`src/inc/bae_pkg.sv`:
```
// Contract
// Read timeout after 100 us, never prefetch
// Read substitute sets flag, withholds peripheral data
// Corrected read data sets bit 8
// Error confirmation sets command error, not prefetch
// Command not done in 100 us sets timeout
// Data path parity error sets path flag
// Unvalidated, undisabled map entry sets invalid flag
// Map upper half parity error sets flag
// Seven DMA flags lock; entry register follows
// DMA field flag raises enabled interrupt
// Error while locked sets lost flag, no interrupt
// No mastership in 50 us sets select timeout
// No slave response in 12.8 us sets flag
// Two transfer timeouts lock, cleared by one
// Transfer timeout raises enabled interrupt
// Timeouts freeze failed peripheral address
// Bit 31 spare, cleared by init or dead
// Bit 30 ignores peripheral interrupts
// Bit 29 zeroes map parity to checkers
// Bit 28 zeroes data path parity
// Bit 27 shows sequencer idle; reinit forced
// Failed entry read only; write gives error
// Entry number in bits 8..0
// Write one clears DMA and lost flags
package bae_pkg;
   // Register offsets (byte addresses)
   localparam logic [7:0] STATUS_OFS = 8'h08;
   localparam logic [7:0] DIAG_OFS = 8'h0C;
   localparam logic [7:0] ENTRY_OFS = 8'h10;
   // Status bit positions
   localparam int B_RD_TMO = 10;
   localparam int B_RD_SUB = 9;
   localparam int B_CORR = 8;
   localparam int B_CMD_ERR = 7;
   localparam int B_CMD_TMO = 6;
   localparam int B_PATH_PAR = 5;
   localparam int B_BAD_MAP = 4;
   localparam int B_MAP_PAR = 3;
   localparam int B_LOST = 2;
   localparam int B_STO = 1;
   localparam int B_SYNC = 0;
   localparam int STATUS_W = 11;
   localparam logic [10:0] DMA_LOCK_MASK = 11'h6F8;
   localparam logic [10:0] PF_LOCK_MASK = 11'h003;
   localparam logic [10:0] STATUS_RST = 11'h000;
   // Diagnostic register layout
   localparam int DIAG_LSB = 28;
   localparam int B_SPARE = 3;
   localparam int B_INTR_IGN = 2;
   localparam int B_MAP_DEF = 1;
   localparam int B_PATH_DEF = 0;
   localparam int B_SEQ_IDLE = 27;
   localparam logic [3:0] DIAG_RST = 4'h0;
   localparam int CFG_W = 24;
   localparam int ENTRY_W = 9;
   localparam int FAIL_ADDR_W = 16;
   localparam int GROUP_LSB = 4;
   // Timing
   localparam int CLK_PERIOD_PS = 8000;
   localparam int T_READ_NS = 100000;
   localparam int T_CMD_NS = 100000;
   localparam int T_SEL_NS = 50000;
   localparam int T_SYNC_NS = 12800;
   localparam int READ_TMO_CYC = (T_READ_NS * 1000 + CLK_PERIOD_PS - 1) / CLK_PERIOD_PS;
   localparam int CMD_TMO_CYC = (T_CMD_NS * 1000 + CLK_PERIOD_PS - 1) / CLK_PERIOD_PS;
   localparam int SEL_TMO_CYC = (T_SEL_NS * 1000 + CLK_PERIOD_PS - 1) / CLK_PERIOD_PS;
   localparam int SYNC_TMO_CYC = (T_SYNC_NS * 1000 + CLK_PERIOD_PS - 1) / CLK_PERIOD_PS;
   // Backplane operation in progress
   typedef enum logic [2:0] {
      OP_NONE, OP_DIRECT, OP_BREAD, OP_BWRITE, OP_PURGE, OP_PREFETCH
   } op_e;
endpackage : bae_pkg

```
`src/inc/xfer_timer_if.sv`:
```
`timescale 1ns/10ps
`default_nettype none
// Start, stop and expiry of one timeout watch
interface xfer_timer_if;
   logic start;
   logic stop;
   logic expire;
   modport ctl (output start, output stop, input expire);
   modport tmr (input start, input stop, output expire);
endinterface : xfer_timer_if
`default_nettype wire

```
`src/rtl/xfer_timer.sv`:
```
`timescale 1ns/10ps
`default_nettype none
module xfer_timer #(
   parameter int CYCLES = 16
) (
   // Clock and reset
   input wire logic i_clk,
   input wire logic i_resetn,
   // Control
   xfer_timer_if.tmr tif
);
   localparam int W = $clog2(CYCLES + 1);
   localparam logic [W-1:0] LAST = W'(CYCLES - 1);
   typedef struct packed {
      logic run;
      logic [W-1:0] cnt;
      logic exp;
   } tstate_s;
   tstate_s s_r;
   tstate_s s_nxt;

   // Start restarts the count, so a retry never inherits old time
   always_comb begin
      s_nxt = s_r;
      s_nxt.exp = 1'b0;
      if (tif.start) begin
         s_nxt.run = 1'b1;
         s_nxt.cnt = '0;
      end else if (tif.stop) begin
         s_nxt.run = 1'b0;
      end else if (s_r.run) begin
         if (s_r.cnt == LAST) begin
            s_nxt.run = 1'b0;
            s_nxt.exp = 1'b1;
         end else begin
            s_nxt.cnt = s_r.cnt + 1'b1;
         end
      end
   end

   // State register
   always_ff @(posedge i_clk or negedge i_resetn) begin
      if (!i_resetn) begin
         s_r <= '0;
      end else begin
         s_r <= s_nxt;
      end
   end

   assign tif.expire = s_r.exp;
endmodule : xfer_timer
`default_nettype wire

```
`src/rtl/odd_parity_check.sv`:
```
`timescale 1ns/10ps
`default_nettype none
module odd_parity_check #(
   parameter int BYTES = 2
) (
   // Checked word
   input wire logic [8*BYTES-1:0] i_data,
   input wire logic [BYTES-1:0] i_par,
   input wire logic i_defeat,
   // Result
   output logic o_err
);
   logic [BYTES-1:0] byte_bad;

   // Each byte plus its parity bit must hold an odd count of ones
   genvar g;
   for (g = 0; g < BYTES; g++) begin : g_byte
      assign byte_bad[g] = ~^{i_data[8*g +: 8], i_par[g] & ~i_defeat};
   end

   assign o_err = |byte_bad;
endmodule : odd_parity_check
`default_nettype wire

```
`src/rtl/bus_adapter_error_status.sv`:
```
`timescale 1ns/10ps
`default_nettype none
module bus_adapter_error_status #(
   parameter int READ_TMO = bae_pkg::READ_TMO_CYC,
   parameter int CMD_TMO = bae_pkg::CMD_TMO_CYC,
   parameter int SEL_TMO = bae_pkg::SEL_TMO_CYC
) (
   // Clock, reset and initialisation sources
   input wire logic i_clk,
   input wire logic i_resetn,
   input wire logic i_adapter_init,
   input wire logic i_backplane_dead,
   input wire logic i_dc_low,
   // Register port from the backplane processor
   input wire logic i_reg_sel,
   input wire logic i_reg_write,
   input wire logic [7:0] i_reg_addr,
   input wire logic [31:0] i_reg_wdata,
   output logic [31:0] o_reg_rdata,
   output logic o_reg_ack,
   output logic o_reg_err,
   // Control register bits held elsewhere
   input wire logic i_dma_error_irq_enable,
   input wire logic i_periph_xfer_irq_enable,
   input wire logic [4:0] i_map_disable_field,
   input wire logic [bae_pkg::CFG_W-1:0] i_config_low,
   // DMA side events
   input wire bae_pkg::op_e i_op,
   input wire logic i_dma_read,
   input wire logic i_periph_timed_out,
   input wire logic i_mem_read_sent,
   input wire logic i_mem_data_ret,
   input wire logic i_sub_resp,
   input wire logic i_corr_resp,
   input wire logic i_cmd_sent,
   input wire logic i_cmd_done,
   input wire logic i_cmd_err_conf,
   // Data path and map checks
   input wire logic i_dp_check,
   input wire logic [31:0] i_dp_data,
   input wire logic [3:0] i_dp_par,
   input wire logic i_map_lookup,
   input wire logic [bae_pkg::ENTRY_W-1:0] i_map_entry,
   input wire logic i_map_valid,
   input wire logic [15:0] i_map_hi,
   input wire logic [1:0] i_map_hi_par,
   // Software initiated peripheral transfers
   input wire logic i_xfer_start,
   input wire logic [17:0] i_xfer_addr,
   input wire logic i_sel_request,
   input wire logic i_bus_granted,
   input wire logic i_data_cycle,
   input wire logic i_slave_resp,
   // Sequencer
   input wire logic i_seq_idle,
   // Outputs to the adapter
   output logic o_periph_data_en,
   output logic o_dma_err_irq,
   output logic o_periph_irq,
   output logic o_interrupt_ignore,
   output logic o_seq_reinit,
   output logic [bae_pkg::FAIL_ADDR_W-1:0] o_failed_periph_address
);
   import bae_pkg::*;

   typedef struct packed {
      logic [STATUS_W-1:0] status;
      logic [3:0] diag;
      logic [ENTRY_W-1:0] entry;
      logic [FAIL_ADDR_W-1:0] fail_addr;
      logic [31:0] rdata;
      logic ack;
      logic err;
   } state_s;
   state_s s_r;
   state_s s_nxt;

   localparam int TMO_CYC [4] = '{READ_TMO, CMD_TMO, SEL_TMO, SYNC_TMO_CYC};
   localparam int T_READ = 0;
   localparam int T_CMD = 1;
   localparam int T_SEL = 2;
   localparam int T_SYNC = 3;

   xfer_timer_if tmr_if [4] ();
   logic [STATUS_W-1:0] ev;
   logic [STATUS_W-1:0] clr;
   logic dp_perr;
   logic map_perr;
   logic map_dis;
   logic dma_locked;
   logic pf_locked;
   logic reinit;
   logic wr_status;
   logic mapped_op;
   logic [3:0] expired;

   // One watch per timed wait; each holds its own count
   genvar g;
   for (g = 0; g < 4; g++) begin : g_tmr
      xfer_timer #(.CYCLES(TMO_CYC[g])) u_tmr (
         .i_clk(i_clk),
         .i_resetn(i_resetn),
         .tif(tmr_if[g])
      );
   end

   // Timer starts and stops
   assign tmr_if[T_READ].start = i_mem_read_sent;
   assign tmr_if[T_READ].stop = i_mem_data_ret | i_sub_resp;
   assign tmr_if[T_CMD].start = i_cmd_sent;
   assign tmr_if[T_CMD].stop = i_cmd_done | i_cmd_err_conf;
   assign tmr_if[T_SEL].start = i_sel_request;
   assign tmr_if[T_SEL].stop = i_bus_granted;
   assign tmr_if[T_SYNC].start = i_data_cycle;
   assign tmr_if[T_SYNC].stop = i_slave_resp;
   assign expired = {tmr_if[T_SYNC].expire, tmr_if[T_SEL].expire,
                     tmr_if[T_CMD].expire, tmr_if[T_READ].expire};

   // Parity checkers; defeat bits withhold stored parity
   odd_parity_check #(.BYTES(2)) u_map_par (
      .i_data(i_map_hi),
      .i_par(i_map_hi_par),
      .i_defeat(s_r.diag[B_MAP_DEF]),
      .o_err(map_perr)
   );
   odd_parity_check #(.BYTES(4)) u_dp_par (
      .i_data(i_dp_data),
      .i_par(i_dp_par),
      .i_defeat(s_r.diag[B_PATH_DEF]),
      .o_err(dp_perr)
   );

   // Disabled groups of sixteen entries raise no map errors
   assign map_dis = i_map_entry[ENTRY_W-1:GROUP_LSB] < i_map_disable_field;
   assign mapped_op = (i_op != OP_PREFETCH) && (i_op != OP_NONE);
   assign dma_locked = |(s_r.status & DMA_LOCK_MASK);
   assign pf_locked = |(s_r.status & PF_LOCK_MASK);
   assign reinit = i_adapter_init | i_backplane_dead;
   assign wr_status = i_reg_sel & i_reg_write & (i_reg_addr == STATUS_OFS);

   // Error events of this cycle
   always_comb begin
      ev = '0;
      ev[B_RD_TMO] = expired[T_READ] & ~i_periph_timed_out & (i_op != OP_PREFETCH);
      ev[B_RD_SUB] = i_sub_resp & i_dma_read;
      ev[B_CORR] = i_corr_resp & i_dma_read;
      ev[B_CMD_ERR] = i_cmd_err_conf & mapped_op;
      ev[B_CMD_TMO] = expired[T_CMD] & ((i_op == OP_BWRITE) || (i_op == OP_PURGE) ||
                    ((i_op == OP_BREAD) && !i_periph_timed_out));
      ev[B_PATH_PAR] = i_dp_check & dp_perr & ((i_op == OP_BREAD) || (i_op == OP_BWRITE) ||
                   (i_op == OP_PURGE));
      ev[B_BAD_MAP] = i_map_lookup & ~map_dis & ~i_map_valid & mapped_op;
      ev[B_MAP_PAR] = i_map_lookup & ~map_dis & map_perr & mapped_op;
      ev[B_STO] = expired[T_SEL];
      ev[B_SYNC] = expired[T_SYNC];
   end

   // Write one to clear; a same-cycle event wins unless its field was already locked
   assign clr = wr_status ? i_reg_wdata[STATUS_W-1:0] : '0;

   // Next state: flags, locks, diagnostics, register answers
   always_comb begin
      s_nxt = s_r;
      s_nxt.ack = 1'b0;
      s_nxt.err = 1'b0;
      s_nxt.status = s_r.status & ~clr;
      s_nxt.status[B_CORR] = s_nxt.status[B_CORR] | ev[B_CORR];

      // Lock judged on the old state, so a clear never reopens early
      if (!dma_locked) begin
         s_nxt.status = s_nxt.status | (ev & DMA_LOCK_MASK);
         if (|(ev & DMA_LOCK_MASK)) begin
            s_nxt.entry = i_map_entry;
         end
      end else if (|(ev & DMA_LOCK_MASK)) begin
         s_nxt.status[B_LOST] = 1'b1;
      end

      // Transfer field drops events silently while locked
      if (!pf_locked) begin
         s_nxt.status = s_nxt.status | (ev & PF_LOCK_MASK);
         if (i_xfer_start && !(|(ev & PF_LOCK_MASK))) begin
            s_nxt.fail_addr = i_xfer_addr[17:2];
         end
      end

      // Register port answer is registered on the taking edge itself
      if (i_reg_sel) begin
         s_nxt.ack = 1'b1;
         s_nxt.rdata = '0;
         if (i_reg_write) begin
            if (i_reg_addr == DIAG_OFS) begin
               s_nxt.diag = i_reg_wdata[31:DIAG_LSB];
            end else if (i_reg_addr == ENTRY_OFS) begin
               s_nxt.ack = 1'b0;
               s_nxt.err = 1'b1;
            end
         end else begin
            unique case (i_reg_addr)
               STATUS_OFS: s_nxt.rdata = {{(32 - STATUS_W){1'b0}}, s_r.status};
               DIAG_OFS: s_nxt.rdata = {s_r.diag, i_seq_idle, 3'h0, i_config_low};
               ENTRY_OFS: s_nxt.rdata = {{(32 - ENTRY_W){1'b0}}, s_r.entry};
               default: s_nxt.rdata = '0;
            endcase
         end
      end
      // Init and dead clear status, diagnostics and entry; the failed address keeps history
      if (reinit) begin
         s_nxt.status = STATUS_RST;
         s_nxt.diag = DIAG_RST;
         s_nxt.entry = '0;
      end
   end

   // State register
   always_ff @(posedge i_clk or negedge i_resetn) begin
      if (!i_resetn) begin
         s_r <= '0;
      end else begin
         s_r <= s_nxt;
      end
   end

   // Outputs
   assign o_reg_rdata = s_r.rdata;
   assign o_reg_ack = s_r.ack;
   assign o_reg_err = s_r.err;
   assign o_periph_data_en = i_mem_data_ret & ~i_sub_resp;
   assign o_dma_err_irq = dma_locked & i_dma_error_irq_enable;
   assign o_periph_irq = pf_locked & i_periph_xfer_irq_enable;
   assign o_interrupt_ignore = s_r.diag[B_INTR_IGN];
   assign o_seq_reinit = reinit | i_dc_low;
   assign o_failed_periph_address = s_r.fail_addr;

   // Checks
   AST_SUB_NO_DATA: assert property (@(posedge i_clk) disable iff (!i_resetn)
      i_sub_resp |-> !o_periph_data_en)
      else $error("data passed on a substitute response");

   AST_SUB_SET: assert property (@(posedge i_clk) disable iff (!i_resetn)
      (i_sub_resp && i_dma_read && !dma_locked && !reinit) |=> s_r.status[B_RD_SUB])
      else $error("substitute flag not set");

   AST_CORR_SET: assert property (@(posedge i_clk) disable iff (!i_resetn)
      (i_corr_resp && i_dma_read && !reinit) |=> s_r.status[B_CORR])
      else $error("corrected data flag not set");

   AST_RD_TMO_PREFETCH: assert property (@(posedge i_clk) disable iff (!i_resetn)
      $rose(s_r.status[B_RD_TMO]) |-> $past(i_op) != OP_PREFETCH)
      else $error("read timeout set on prefetch");

   AST_CMD_ERR_PREFETCH: assert property (@(posedge i_clk) disable iff (!i_resetn)
      $rose(s_r.status[B_CMD_ERR]) |-> $past(i_op) != OP_PREFETCH)
      else $error("command error set on prefetch");

   AST_PATH_PAR_SET: assert property (@(posedge i_clk) disable iff (!i_resetn)
      (i_dp_check && dp_perr && i_op == OP_BWRITE && !dma_locked && !reinit)
      |=> s_r.status[B_PATH_PAR])
      else $error("path parity flag not set");

   AST_LOST_ERR: assert property (@(posedge i_clk) disable iff (!i_resetn)
      (dma_locked && |(ev & DMA_LOCK_MASK) && !reinit) |=> s_r.status[B_LOST])
      else $error("lost error not recorded");

   AST_LOST_NO_IRQ: assert property (@(posedge i_clk) disable iff (!i_resetn)
      ((s_r.status & DMA_LOCK_MASK) == '0) |-> !o_dma_err_irq)
      else $error("interrupt without a locking flag");

   AST_LOCK_HOLD: assert property (@(posedge i_clk) disable iff (!i_resetn)
      (dma_locked && !reinit) |=> $stable(s_r.entry) &&
      ((s_r.status & DMA_LOCK_MASK & ~$past(s_r.status)) == '0))
      else $error("locked field changed");

   AST_PF_LOCK_HOLD: assert property (@(posedge i_clk) disable iff (!i_resetn)
      (pf_locked && !reinit) |=> ((s_r.status & PF_LOCK_MASK & ~$past(s_r.status)) == '0))
      else $error("transfer field changed while locked");

   AST_DMA_IRQ: assert property (@(posedge i_clk) disable iff (!i_resetn)
      (!dma_locked && |(ev & DMA_LOCK_MASK) && !reinit && i_dma_error_irq_enable)
      |=> o_dma_err_irq || !i_dma_error_irq_enable)
      else $error("dma error interrupt missing");

   AST_FAIL_ADDR_FREEZE: assert property (@(posedge i_clk) disable iff (!i_resetn)
      pf_locked |=> $stable(o_failed_periph_address))
      else $error("failed address changed while locked");

   AST_STO_SET: assert property (@(posedge i_clk) disable iff (!i_resetn)
      (expired[T_SEL] && !pf_locked && !reinit) |=> s_r.status[B_STO])
      else $error("select timeout not set");

   AST_SYNC_SET: assert property (@(posedge i_clk) disable iff (!i_resetn)
      (expired[T_SYNC] && !pf_locked && !reinit) |=> s_r.status[B_SYNC])
      else $error("slave sync timeout not set");

   AST_PERIPH_IRQ: assert property (@(posedge i_clk) disable iff (!i_resetn)
      $rose(pf_locked) && i_periph_xfer_irq_enable |-> o_periph_irq)
      else $error("transfer error interrupt missing");

   AST_ENTRY_WRITE: assert property (@(posedge i_clk) disable iff (!i_resetn)
      (i_reg_sel && i_reg_write && i_reg_addr == ENTRY_OFS) |=> o_reg_err && !o_reg_ack)
      else $error("failed entry write not refused");

   AST_ACK_OR_ERR: assert property (@(posedge i_clk) disable iff (!i_resetn)
      !(o_reg_ack && o_reg_err))
      else $error("both acknowledge and error given");

   AST_SEQ_REINIT: assert property (@(posedge i_clk) disable iff (!i_resetn)
      (i_dc_low || reinit) |-> o_seq_reinit)
      else $error("sequencer reinit missing");

   AST_DIAG_CLEAR: assert property (@(posedge i_clk) disable iff (!i_resetn)
      reinit |=> (s_r.diag == DIAG_RST) && !o_interrupt_ignore)
      else $error("diagnostic bits survive init");
endmodule : bus_adapter_error_status
`default_nettype wire

```
`config.mk`:
```
export PLATFORM = sky130hd
export DESIGN_NAME = bus_adapter_error_status
export DESIGN_NICKNAME = d
export VERILOG_FILES = /design/src/inc/bae_pkg.sv /design/src/inc/xfer_timer_if.sv /design/src/rtl/xfer_timer.sv /design/src/rtl/odd_parity_check.sv /design/src/rtl/bus_adapter_error_status.sv
export SDC_FILE = /design/constraint.sdc
export NUM_CORES = 1
export LEC_CHECK = 0
export ABC_AREA = 1
export BUFFER_PORTS_ARGS = -buffer_cell sky130_fd_sc_hd__buf_2
export CORE_MARGIN = 3
export CORE_UTILIZATION = 50
export DETAILED_ROUTE_END_ITERATION = 8
export GPL_ROUTABILITY_DRIVEN = 0
export GPL_TIMING_DRIVEN = 0
export PLACE_DENSITY = 0.77
export REMOVE_ABC_BUFFERS = 1
export SYNTH_ARGS = -nofsm -noshare
export SYNTH_HDL_FRONTEND = slang
export SYNTH_SLANG_ARGS = --single-unit
```
`constraint.sdc`:
```
create_clock -name i_clk -period 2.55 [get_ports i_clk]
set_input_delay 0.1275 -clock i_clk [delete_from_list [all_inputs] [get_ports i_clk]]
set_output_delay 0.1275 -clock i_clk [all_outputs]
set_load 0.02 [all_outputs]
```
==> results of run 1 <==
==> final cells by class <==
cell class	instances	share of cell area (%)
clock buffers	20	4.71
clock inverters	12	1.79
inverters	143	5.41
multi-input cells	671	36.0
flip-flops and latches	131	33.1
well taps	211	2.66
repair buffers	266	16.4
==> per-stage QoR <==
step	hold WS [ns]	utilization (%)	instances	TNS, ns
2_1_floorplan	-0.168	-	945	0
3_3_place_gp	0.355	57.1	1368	-56.69
3_5_place_dp	0.0753	57.3	1369	-0.983
4_1_cts	0.00309	65.0	1454	0
5_1_grt	0.0146	65.0	1454	0
6_report	0.0183	65.0	1454	0
==> power groups by stage <==
stage	sequential [mW]	clock, mW	combinational (mW)
6_report	2.17	2.62	0.801
5_1_grt	2.18	2.75	0.897
4_1_cts	2.17	2.66	0.802
3_5_place_dp	2.20	0	0.732
3_3_place_gp	2.20	0	0.710
2_1_floorplan	2.23	0	0.376
==> critical path: cells and delay by family <==
family | cells | cell delay (ns)
buffers and inverters | 2 | 0.51
AO/OA/AOI/OAI | 2 | 0.69
AND/OR/NAND/NOR | 1 | 1.15
==> state kept, by name, indices dropped and copies added, names as in the netlist <==
signal and cells:
g_tmr.u_tmr.s_r 56, g_tmr.u_tmr.tif.expire 4, o_failed_periph_address 16, o_interrupt_ignore 1, o_reg_ack 1, o_reg_err 1
o_reg_rdata 29, s_r 23
==> per-layer routing <==
metal	wire [µm]	track usage [%]	part of all wire (%)	up-vias
met5	0	0	0	-
met4	297	6.53	1.4	0
met3	1110	5.13	5.4	20
met2	10200	40.6	50	222
met1	8900	30.3	43	3407
li1	-	-	-	3738
==> worst paths after layout <==
check | from | end | slack (ns) | cells after the start
max in group asynchronous | i_resetn | s_r[54]$_DFFE_PN0P_ | 1.56 | 3
setup reg to reg | g_tmr[2].u_tmr.s_r[1]$_DFFE_PN0P_ | g_tmr[2].u_tmr.s_r[10]$_DFFE_PN0P_ | 0.51 | 9
hold / removal | i_config_low[3] | o_reg_rdata[3]$_DFFE_PN0P_ | 0.02 | 3
min in group asynchronous | i_resetn | o_failed_periph_address[7]$_DFFE_PN0P_ | 0.21 | 2
setup / recovery | i_reg_sel | o_reg_rdata[7]$_DFFE_PN0P_ | 0.38 | 5
hold reg to reg | g_tmr[2].u_tmr.s_r[13]$_DFFE_PN0P_ | g_tmr[2].u_tmr.s_r[13]$_DFFE_PN0P_ | 0.47 | 1
==> cells in the final DEF, fill, tap and decap left out, types with 4 or more instances in the layout <==
master,netlist,layout
a22o_1,8,8
nor3_2,4,4
xor2_1,8,8
nand2_1,241,241
nor3_1,16,16
or2_1,4,4
nand3_1,89,89
a21oi_1,54,54
o21ai_1,8,8
inv_2,16,16
nand2_2,6,6
dlygate4sd3_1,0,53
buf_2,7,211
nor3b_1,5,5
clkbuf_16,0,17
nand3_2,4,4
ha_1,9,9
a221oi_1,4,4
nor2_2,7,7
a31oi_1,4,4
mux2_2,16,16
nor2_1,60,60
clkinvlp_4,0,4
o21ai_0,34,34
nor4_1,9,9
nand3b_1,5,5
xnor2_1,6,6
bufinv_16,0,4
nand4_1,22,22
a32o_1,18,18
dfrtp_1,131,131
inv_1,126,126
==> logic make-up after synthesis <==
kind of cell    share of synthesized area [%]
compound gates                           11.7
xor+xnor                                 1.56
fa+ha+maj                                1.43
buf+inv                                  12.9
flops                                    41.8
mux                                      2.29
other cells                            0.0478
simple gates                             28.3
==> repair_timing <==
action / 4_1_cts / 5_1_grt
setup endpoints to repair: 0 / 0
buffers inserted: 0 / 0
hold buffers: 53 / 0
hold endpoints to repair: 100 / 0
==> flow_metrics.env, run 1 <==
export IMPL_p_seq_share_pct=38.8
export IMPL_grt_max_degree=89
export IMPL_io_buffers=212
export IMPL_synth_seq_cells=131
export IMPL_cp_slowest_cell="nor2_1"
export IMPL_final_cell_area_um2=9920
export IMPL_async_reset_ff_share_pct=100
export IMPL_viasPerCell=5.08
export IMPL_power_frac_comb_pct=14.3
export IMPL_antenna_found_initial=0
export IMPL_ctsResizeCount=0
export IMPL_critPathArrivalTime_ns=2.49
export IMPL_synth_top_cell_by_area="dfrtp_1"
export IMPL_power_total_mw=5.59
export IMPL_clkPwrFrac_pct=46.9
export IMPL_final_hold_viol_count=0
export IMPL_cts_htree_levels=4
export IMPL_fin_crit_sh_pct=84.9
export IMPL_maxSlewViolCount=0
export IMPL_synth_yosys_warnings=0
export IMPL_synth_ff_type="dfrtp_1"
export IMPL_grt_pass1_vias=7033
export IMPL_first_pass_iters=5
export IMPL_worstMarginPinSlew_ns=1.29
export IMPL_cp_end_kind="flip-flop"
export IMPL_crit_chain="buf_2 -> inv_1 -> nor2_1 -> o31ai_2 -> o21ai_0"
export IMPL_io_pins=235
export IMPL_placed_cell_area_um2=8740
export IMPL_die_w_um=131
export IMPL_die_area_um2=17200
export IMPL_hold_path_class="input port to flip-flop"
export IMPL_netlist_area_um2=7850
export IMPL_drt_iter0_markers=345
export IMPL_seq_area_frac_synth_pct=41.8
export IMPL_numCtsBuffers=17
export IMPL_p_leak_nw=5.13
export IMPL_drive_gt1_share_pct=24.9
export IMPL_coreArea_um2=15300
export IMPL_gr_total_overflow=0
export IMPL_cp_slowest_stage_delay_ns=1.15
export IMPL_cap_violations=0
export IMPL_slew_headroom_pct=13.6
export IMPL_ys_top_cells_by_count="nand2_1, dfrtp_1, inv_1"
export IMPL_grt_pass1_wl_um=33500
export IMPL_track_usage_pct=23.6
export IMPL_cts_sinks=131
export IMPL_avgSynthCellArea_um2=7.77
export IMPL_critPathLaunchType="input port"
export IMPL_multi_input_comb_area_um2=3570
export IMPL_drt_antenna_violating_nets=0
export IMPL_final_setup_viol_count=0
export IMPL_fin_nets=1419
export IMPL_p_int_mw=4.18
export IMPL_wl_per_cell_um=14.1
export IMPL_fill_cells=1288
export IMPL_status="complete, no violations"
export IMPL_rsz0062_at_grt="no"
export IMPL_finalClockSkew_ns=0.00828
export IMPL_die_h_um=131
export IMPL_clk_path_buf_depth=2
export IMPL_register_area_um2=3280
export IMPL_switchingPower_mw=1.42
export IMPL_worstSetupPathType="input port to flip-flop"
export IMPL_drt_wl_total_um=20500
export IMPL_cp_required_ns=2.88
export IMPL_rows=45
export IMPL_worstPathMaxFanout=32
export IMPL_vias=7387
export IMPL_synth_edff_count=0
export IMPL_remaining_drc_errors=0
export IMPL_worst_slack_ns=0.385
export IMPL_dpl_hpwl_um=14400
export IMPL_path_clk_slew_ns=0.06
export IMPL_swShare_pct=25.3
export IMPL_ys_top_cells_by_area="dfrtp_1, nand2_1, inv_1, nand3_1, buf_4"
export IMPL_fmax_ghz=0.462
export IMPL_n_antenna_cell=0
export IMPL_cts_tree="yes"
export IMPL_root_buffer="clkbuf_16"
export IMPL_syn2layout_area_growth_pct=26.3
export IMPL_start_util_pct=51.5
export IMPL_preCtsSetupSlack_ns=-0.126
export IMPL_post_synth_top_count_cell="nand2_1"
export IMPL_insertion_delay_ns=0.42
export IMPL_synth_cell_types=52
export IMPL_synth_top_area_share_pct=41.8
export IMPL_vdd_drop_max_mv=0.629
export IMPL_synth_cells=1011
export IMPL_period_minus_slack_ns=2.17
export IMPL_p_per_area_nw_per_um2=564
Power figures use the tool's default switching activity.
==> inputs of run 2 (changes only) <==
==> constraint.sdc (replaced) <==
create_clock -name i_clk -period 2 [get_ports i_clk]
set_input_delay 0.1 -clock i_clk [delete_from_list [all_inputs] [get_ports i_clk]]
set_output_delay 0.1 -clock i_clk [all_outputs]
set_load 0.02 [all_outputs]
==> run 2 against run 1 <==
Net effect:
- setup slack got worse by 0.23 ns
- clock-buffer cell count stayed put
- largest power group unchanged
- critical path type is now flip-flop to flip-flop
- non-clock buffer count increased by 13
==> flow_metrics.env, run 2 (same netlist as run 1, synthesis figures left out) <==
export IMPL_status="complete, no violations"
export IMPL_antenna_found_initial=0
export IMPL_worstPathMaxFanout=3
export IMPL_critPathArrivalTime_ns=2.16
export IMPL_final_cell_mix="nand2_1, buf_2, dfrtp_1"
export IMPL_viasPerCell=5.09
export IMPL_cap_violations=0
export IMPL_largest_reg_flops=56
export IMPL_fin_nets=1434
export IMPL_slew_headroom_pct=30.7
export IMPL_p_per_area_nw_per_um2=708
export IMPL_hold_slack_ns=0.0106
export IMPL_period_minus_slack_ns=1.85
export IMPL_wl_per_cell_um=14.1
export IMPL_rows=45
export IMPL_vias=7482
export IMPL_p_leak_nw=5.21
export IMPL_clk_path_buf_depth=2
export IMPL_finalClockSkew_ns=0.00551
export IMPL_p_int_mw=5.35
export IMPL_grt_pass1_vias=7085
export IMPL_syn2layout_area_growth_pct=29.0
export IMPL_final_common_cell="nand2_1"
export IMPL_crit_chain="ha_1 -> nand2_1 -> nor2_1 -> nand2_1 -> nor2_1 -> nand3_1 -> nor4_1 -> a21oi_1 -> o21a_1"
export IMPL_die_area_um2=17200
export IMPL_io_buffers=212
export IMPL_switchingPower_mw=1.82
export IMPL_cp_required_ns=2.31
export IMPL_drt_antenna_violating_nets=0
export IMPL_dpl_hpwl_um=14400
export IMPL_swShare_pct=25.4
export IMPL_worstMarginPinSlew_ns=1.04
export IMPL_n_antenna_cell=0
export IMPL_worst_slack_ns=0.153
export IMPL_grt_pass1_wl_um=33700
export IMPL_vdd_drop_max_mv=0.803
export IMPL_final_hold_viol_count=0
export IMPL_clkPwrFrac_pct=46.5
export IMPL_remaining_drc_errors=0
export IMPL_fill_cells=1265
export IMPL_cts_htree_levels=4
export IMPL_fin_crit_sh_pct=92.4
export IMPL_final_setup_viol_count=0
export IMPL_cp_slowest_stage_delay_ns=0.37
export IMPL_coreArea_um2=15300
export IMPL_drive_gt1_share_pct=25.9
export IMPL_grt_max_degree=89
export IMPL_insertion_delay_ns=0.42
export IMPL_cts_sinks=131
export IMPL_preCtsSetupSlack_ns=-0.648
export IMPL_first_pass_iters=4
export IMPL_root_buffer="clkbuf_16"
export IMPL_top_register="g_tmr.u_tmr.s_r"
export IMPL_die_w_um=131
export IMPL_fmax_ghz=0.541
export IMPL_start_util_pct=51.5
export IMPL_power_frac_comb_pct=14.9
export IMPL_die_h_um=131
export IMPL_cp_slowest_cell="dfrtp_1"
export IMPL_cp_end_kind="flip-flop"
export IMPL_path_clk_slew_ns=0.06
export IMPL_critPathLaunchType="flip-flop"
export IMPL_hold_path_class="input port to flip-flop"
export IMPL_io_pins=235
export IMPL_gr_total_overflow=0
export IMPL_worstSetupPathType="flip-flop to flip-flop"
export IMPL_drt_wl_total_um=20700
export IMPL_cts_tree="yes"
export IMPL_drt_iter0_markers=325
export IMPL_track_usage_pct=23.8
export IMPL_p_seq_share_pct=38.6
export IMPL_maxSlewViolCount=0
export IMPL_numCtsBuffers=17
run 2: routing by layer:
| layer | up-vias | global-route usage (%) | share of wire [%] | wire length [µm] |
|---|---|---|---|---|
| li1 | 3771 | - | - | - |
| met1 | 3480 | 30.4 | 44 | 9060 |
| met2 | 209 | 40.9 | 50 | 10300 |
| met3 | 22 | 5.09 | 5.0 | 1050 |
| met4 | 0 | 6.59 | 1.4 | 291 |
| met5 | - | 0 | 0 | 0 |
run 2: critical path: cells and delay by family, from the launching register on:
family / cells / cell delay [ns]
AOI/OAI and AO/OA: 2 / 0.22
DFF: 1 / 0.37
and+or+nand+nor: 6 / 0.93
adders and majority gates: 1 / 0.22
run 2: what timing repair did:
| action | 4_1_cts | 5_1_grt |
|---|---|---|
| gates resized for setup | 4 | 16 |
| gates cloned | 0 | 2 |
| setup buffers | 0 | 1 |
| endpoints found under the setup margin | 21 | 28 |
| endpoints found under the hold margin | 110 | 0 |
| pin swaps | 0 | 2 |
| hold buffers | 65 | 0 |
run 2: layout make-up:
cell class / instances / area (µm²) / area share [%]
Inverter: 143 / 544 / 5.37
Timing Repair Buffer: 279 / 1750 / 17.3
Multi-Input combinational cell: 672 / 3640 / 35.9
Clock buffer: 20 / 467 / 4.61
Clock inverter: 12 / 178 / 1.75
Tap cell: 211 / 264 / 2.61
Timing Repair inverter: 1 / 5.00 / 0.0494
Sequential cell: 131 / 3280 / 32.4
run 2: power by group through the flow:
stage	combinational [mW]	clock, mW	sequential [mW]
final	1.07	3.34	2.77
after global routing	1.20	3.50	2.78
after CTS	1.04	3.39	2.76
after detailed placement	0.933	0	2.81
after global placement	0.905	0	2.80
after floorplan	0.479	0	2.85
run 2: path summary, 6_finish.rpt:
kind,startpoint,endpoint,slack (ns),cells after the start
min reg2reg,g_tmr[2].u_tmr.s_r[13]$_DFFE_PN0P_,g_tmr[2].u_tmr.s_r[13]$_DFFE_PN0P_,0.47,1
max reg2reg,g_tmr[0].u_tmr.s_r[2]$_DFFE_PN0P_,g_tmr[0].u_tmr.s_r[13]$_DFFE_PN0P_,0.15,9
max in group asynchronous,i_resetn,g_tmr[1].u_tmr.s_r[9]$_DFFE_PN0P_,1.05,3
max,g_tmr[0].u_tmr.s_r[2]$_DFFE_PN0P_,g_tmr[0].u_tmr.s_r[13]$_DFFE_PN0P_,0.15,9
min,i_corr_resp,s_r[71]$_DFF_PN0_,0.01,3
min in group asynchronous,i_resetn,o_failed_periph_address[7]$_DFFE_PN0P_,0.18,2
run 2: through the flow:
step | TNS (ns) | instance area, µm² | total power, mW | std cells | utilization (%)
after floorplan | 0 | 7380 | 3.33 | 945 | -
after global placement | -134.56 | 8710 | 3.71 | 1368 | 57.1
after detailed placement | -10.92 | 8740 | 3.74 | 1369 | 57.3
after CTS | 0 | 10000 | 7.20 | 1466 | 65.9
after global routing | -0.00319 | 10100 | 7.48 | 1469 | 66.4
final | 0 | 10100 | 7.17 | 1469 | 66.4
==> inputs of run 3 (changes only) <==
--- a/config.mk
+++ b/config.mk
@@ -12,6 +12,7 @@
 export DETAILED_ROUTE_END_ITERATION = 8
 export GPL_ROUTABILITY_DRIVEN = 0
 export GPL_TIMING_DRIVEN = 0
+export HOLD_SLACK_MARGIN = 0.12
 export PLACE_DENSITY = 0.77
 export REMOVE_ABC_BUFFERS = 1
 export SYNTH_ARGS = -nofsm -noshare
==> constraint.sdc (replaced) <==
create_clock -name i_clk -period 2 [get_ports i_clk]
set_input_delay 0.1 -clock i_clk [delete_from_list [all_inputs] [get_ports i_clk]]
set_output_delay 0.1 -clock i_clk [all_outputs]
set_load 0.005 [all_outputs]
==> run 3 against run 2 <==
Net effect:
- fmax grew 0.10%
- wire length grew 2.7%
- clock skew grew 0.0031 ns
- clock power is essentially flat
- setup slack gained 0.0019 ns
- non-clock buffer count grew 23
- core utilization grew 1.6 points
- sequential power is essentially flat
- critical path depth is the same
- combinational power is essentially flat
- cell count grew 1.6%
- critical path type unchanged
- highest routed layer unchanged
==> flow_metrics.env, run 3 (same netlist as run 1, synthesis figures left out) <==
export IMPL_hold_path_class="input port to flip-flop"
export IMPL_cts_sinks=131
export IMPL_cp_required_ns=2.31
export IMPL_drt_wl_total_um=21300
export IMPL_coreArea_um2=15300
export IMPL_final_hold_viol_count=0
export IMPL_numCtsBuffers=17
export IMPL_rsz0062_at_grt="no"
export IMPL_wl_per_cell_um=14.3
export IMPL_gr_total_overflow=0
export IMPL_root_buffer="clkbuf_16"
export IMPL_antenna_found_initial=0
export IMPL_maxSlewViolCount=0
export IMPL_postLayoutCoreUtil_pct=68.0
export IMPL_first_pass_iters=5
export IMPL_rows=45
export IMPL_grt_pass1_wl_um=34600
export IMPL_final_cell_mix="nand2_1, buf_2, dfrtp_1"
export IMPL_p_per_area_nw_per_um2=693
export IMPL_die_area_um2=17200
export IMPL_path_clk_slew_ns=0.06
export IMPL_worst_slack_ns=0.155
export IMPL_critPathLaunchType="flip-flop"
export IMPL_cap_violations=0
export IMPL_worstPathMaxFanout=3
export IMPL_start_util_pct=51.5
export IMPL_fmax_ghz=0.542
export IMPL_grt_pass1_vias=7229
export IMPL_fin_nets=1458
export IMPL_final_setup_viol_count=0
export IMPL_viasPerCell=5.11
export IMPL_status="complete, no violations"
export IMPL_drt_iter0_markers=378
export IMPL_largest_reg_flops=56
export IMPL_insertion_delay_ns=0.42
export IMPL_critPathBufInv=0
export IMPL_drt_antenna_violating_nets=0
export IMPL_fin_crit_sh_pct=92.3
export IMPL_remaining_drc_errors=0
export IMPL_io_buffers=212
export IMPL_period_minus_slack_ns=1.85
export IMPL_clk_path_buf_depth=2
export IMPL_syn2layout_area_growth_pct=32.1
export IMPL_die_h_um=131
export IMPL_cp_end_kind="flip-flop"
export IMPL_drive_gt1_share_pct=25.7
export IMPL_die_w_um=131
export IMPL_io_pins=235
export IMPL_cts_htree_levels=4
export IMPL_worstSetupPathType="flip-flop to flip-flop"
export IMPL_crit_family="simple AND/OR/NAND/NOR gates"
export IMPL_top_register="g_tmr.u_tmr.s_r"
export IMPL_cp_slowest_cell="dfrtp_1"
export IMPL_cp_slowest_stage_delay_ns=0.37
export IMPL_dpl_hpwl_um=14400
export IMPL_final_common_cell="nand2_1"
export IMPL_slew_headroom_pct=30.8
export IMPL_grt_max_degree=89
export IMPL_p_leak_nw=5.33
export IMPL_critPathArrivalTime_ns=2.15
export IMPL_vias=7628
export IMPL_fill_cells=1219
export IMPL_vdd_drop_max_mv=0.804
export IMPL_crit_chain="ha_1 -> nand2_1 -> nor2_1 -> nand2_1 -> nor2_1 -> nand3_1 -> nor4_1 -> a21oi_1 -> o21a_1"
export IMPL_preCtsSetupSlack_ns=-0.648
export IMPL_cts_tree="yes"
export IMPL_worstMarginPinSlew_ns=1.04
export IMPL_finalClockSkew_ns=0.00858
export IMPL_n_antenna_cell=0
export IMPL_track_usage_pct=24.4
[run 3: timing repair]
action,CTS,global route
hold buffers,86,0
pin swaps,0,5
hold endpoints to repair,229,0
buffers inserted,0,3
cloned,0,3
gates resized for setup,5,17
setup endpoints to repair,21,41
[run 3: metrics by stage]
stage	hold slack [ns]	setup TNS, ns	total power [mW]	cells	area, µm²
floorplan	-0.196	0	3.28	945	7380
detailed placement	0.0478	-10.89	3.69	1369	8740
global route	0.179	0	7.49	1493	10400
CTS	0.125	0	7.18	1487	10300
finish	0.146	0	7.19	1493	10400
global placement	0.327	-134.53	3.66	1368	8710
[run 3: metal layers]
metal / vias to the layer above / wire, µm / share of wire (%) / GRT usage, %
met5: - / 0 / 0 / 0
met4: 0 / 240 / 1.1 / 6.36
met3: 22 / 1250 / 5.9 / 4.90
met2: 245 / 10800 / 51 / 42.4
met1: 3539 / 9010 / 42 / 31.2
li1: 3822 / - / - / -
[run 3: final timing paths]
check / from / endpoint / slack [ns] / depth (start not counted)
setup reg to reg: g_tmr[0].u_tmr.s_r[2]$_DFFE_PN0P_ / g_tmr[0].u_tmr.s_r[13]$_DFFE_PN0P_ / 0.15 / 9
setup / recovery: g_tmr[0].u_tmr.s_r[2]$_DFFE_PN0P_ / g_tmr[0].u_tmr.s_r[13]$_DFFE_PN0P_ / 0.15 / 9
hold / removal: i_mem_data_ret / g_tmr[0].u_tmr.tif.expire$_DFF_PN0_ / 0.15 / 6
hold reg to reg: g_tmr[2].u_tmr.s_r[13]$_DFFE_PN0P_ / g_tmr[2].u_tmr.s_r[13]$_DFFE_PN0P_ / 0.47 / 1
max in group asynchronous: i_resetn / g_tmr[1].u_tmr.s_r[9]$_DFFE_PN0P_ / 1.06 / 3
min in group asynchronous: i_resetn / o_failed_periph_address[7]$_DFFE_PN0P_ / 0.18 / 2
[run 3: report_power, final]
part	internal, mW	switching [mW]
Clock	2.19	1.16
Combinational	0.482	0.592
Sequential	2.72	0.0454
Total	5.39	1.80
[run 3: area by class of cell]
class                      instances  area, µm²  share of cell area [%]
timing repair buffer             302       1980                    19.1
clock inverter                    12        178                    1.71
sequential                       131       3280                    31.6
inverter                         143        544                    5.25
tap                              211        264                    2.55
multi-input combinational        673       3650                    35.2
clock buffer                      20        467                    4.50
timing repair inverter             1       5.00                  0.0483
[run 3: worst reg2reg max path, cell delays in order (launching register included)]
cell	delay, ns
dfrtp_1	0.37
ha_1	0.22
nand2_1	0.09
nor2_1	0.13
nand2_1	0.11
nor2_1	0.14
nand3_1	0.14
nor4_1	0.32
a21oi_1	0.11
o21a_1	0.11
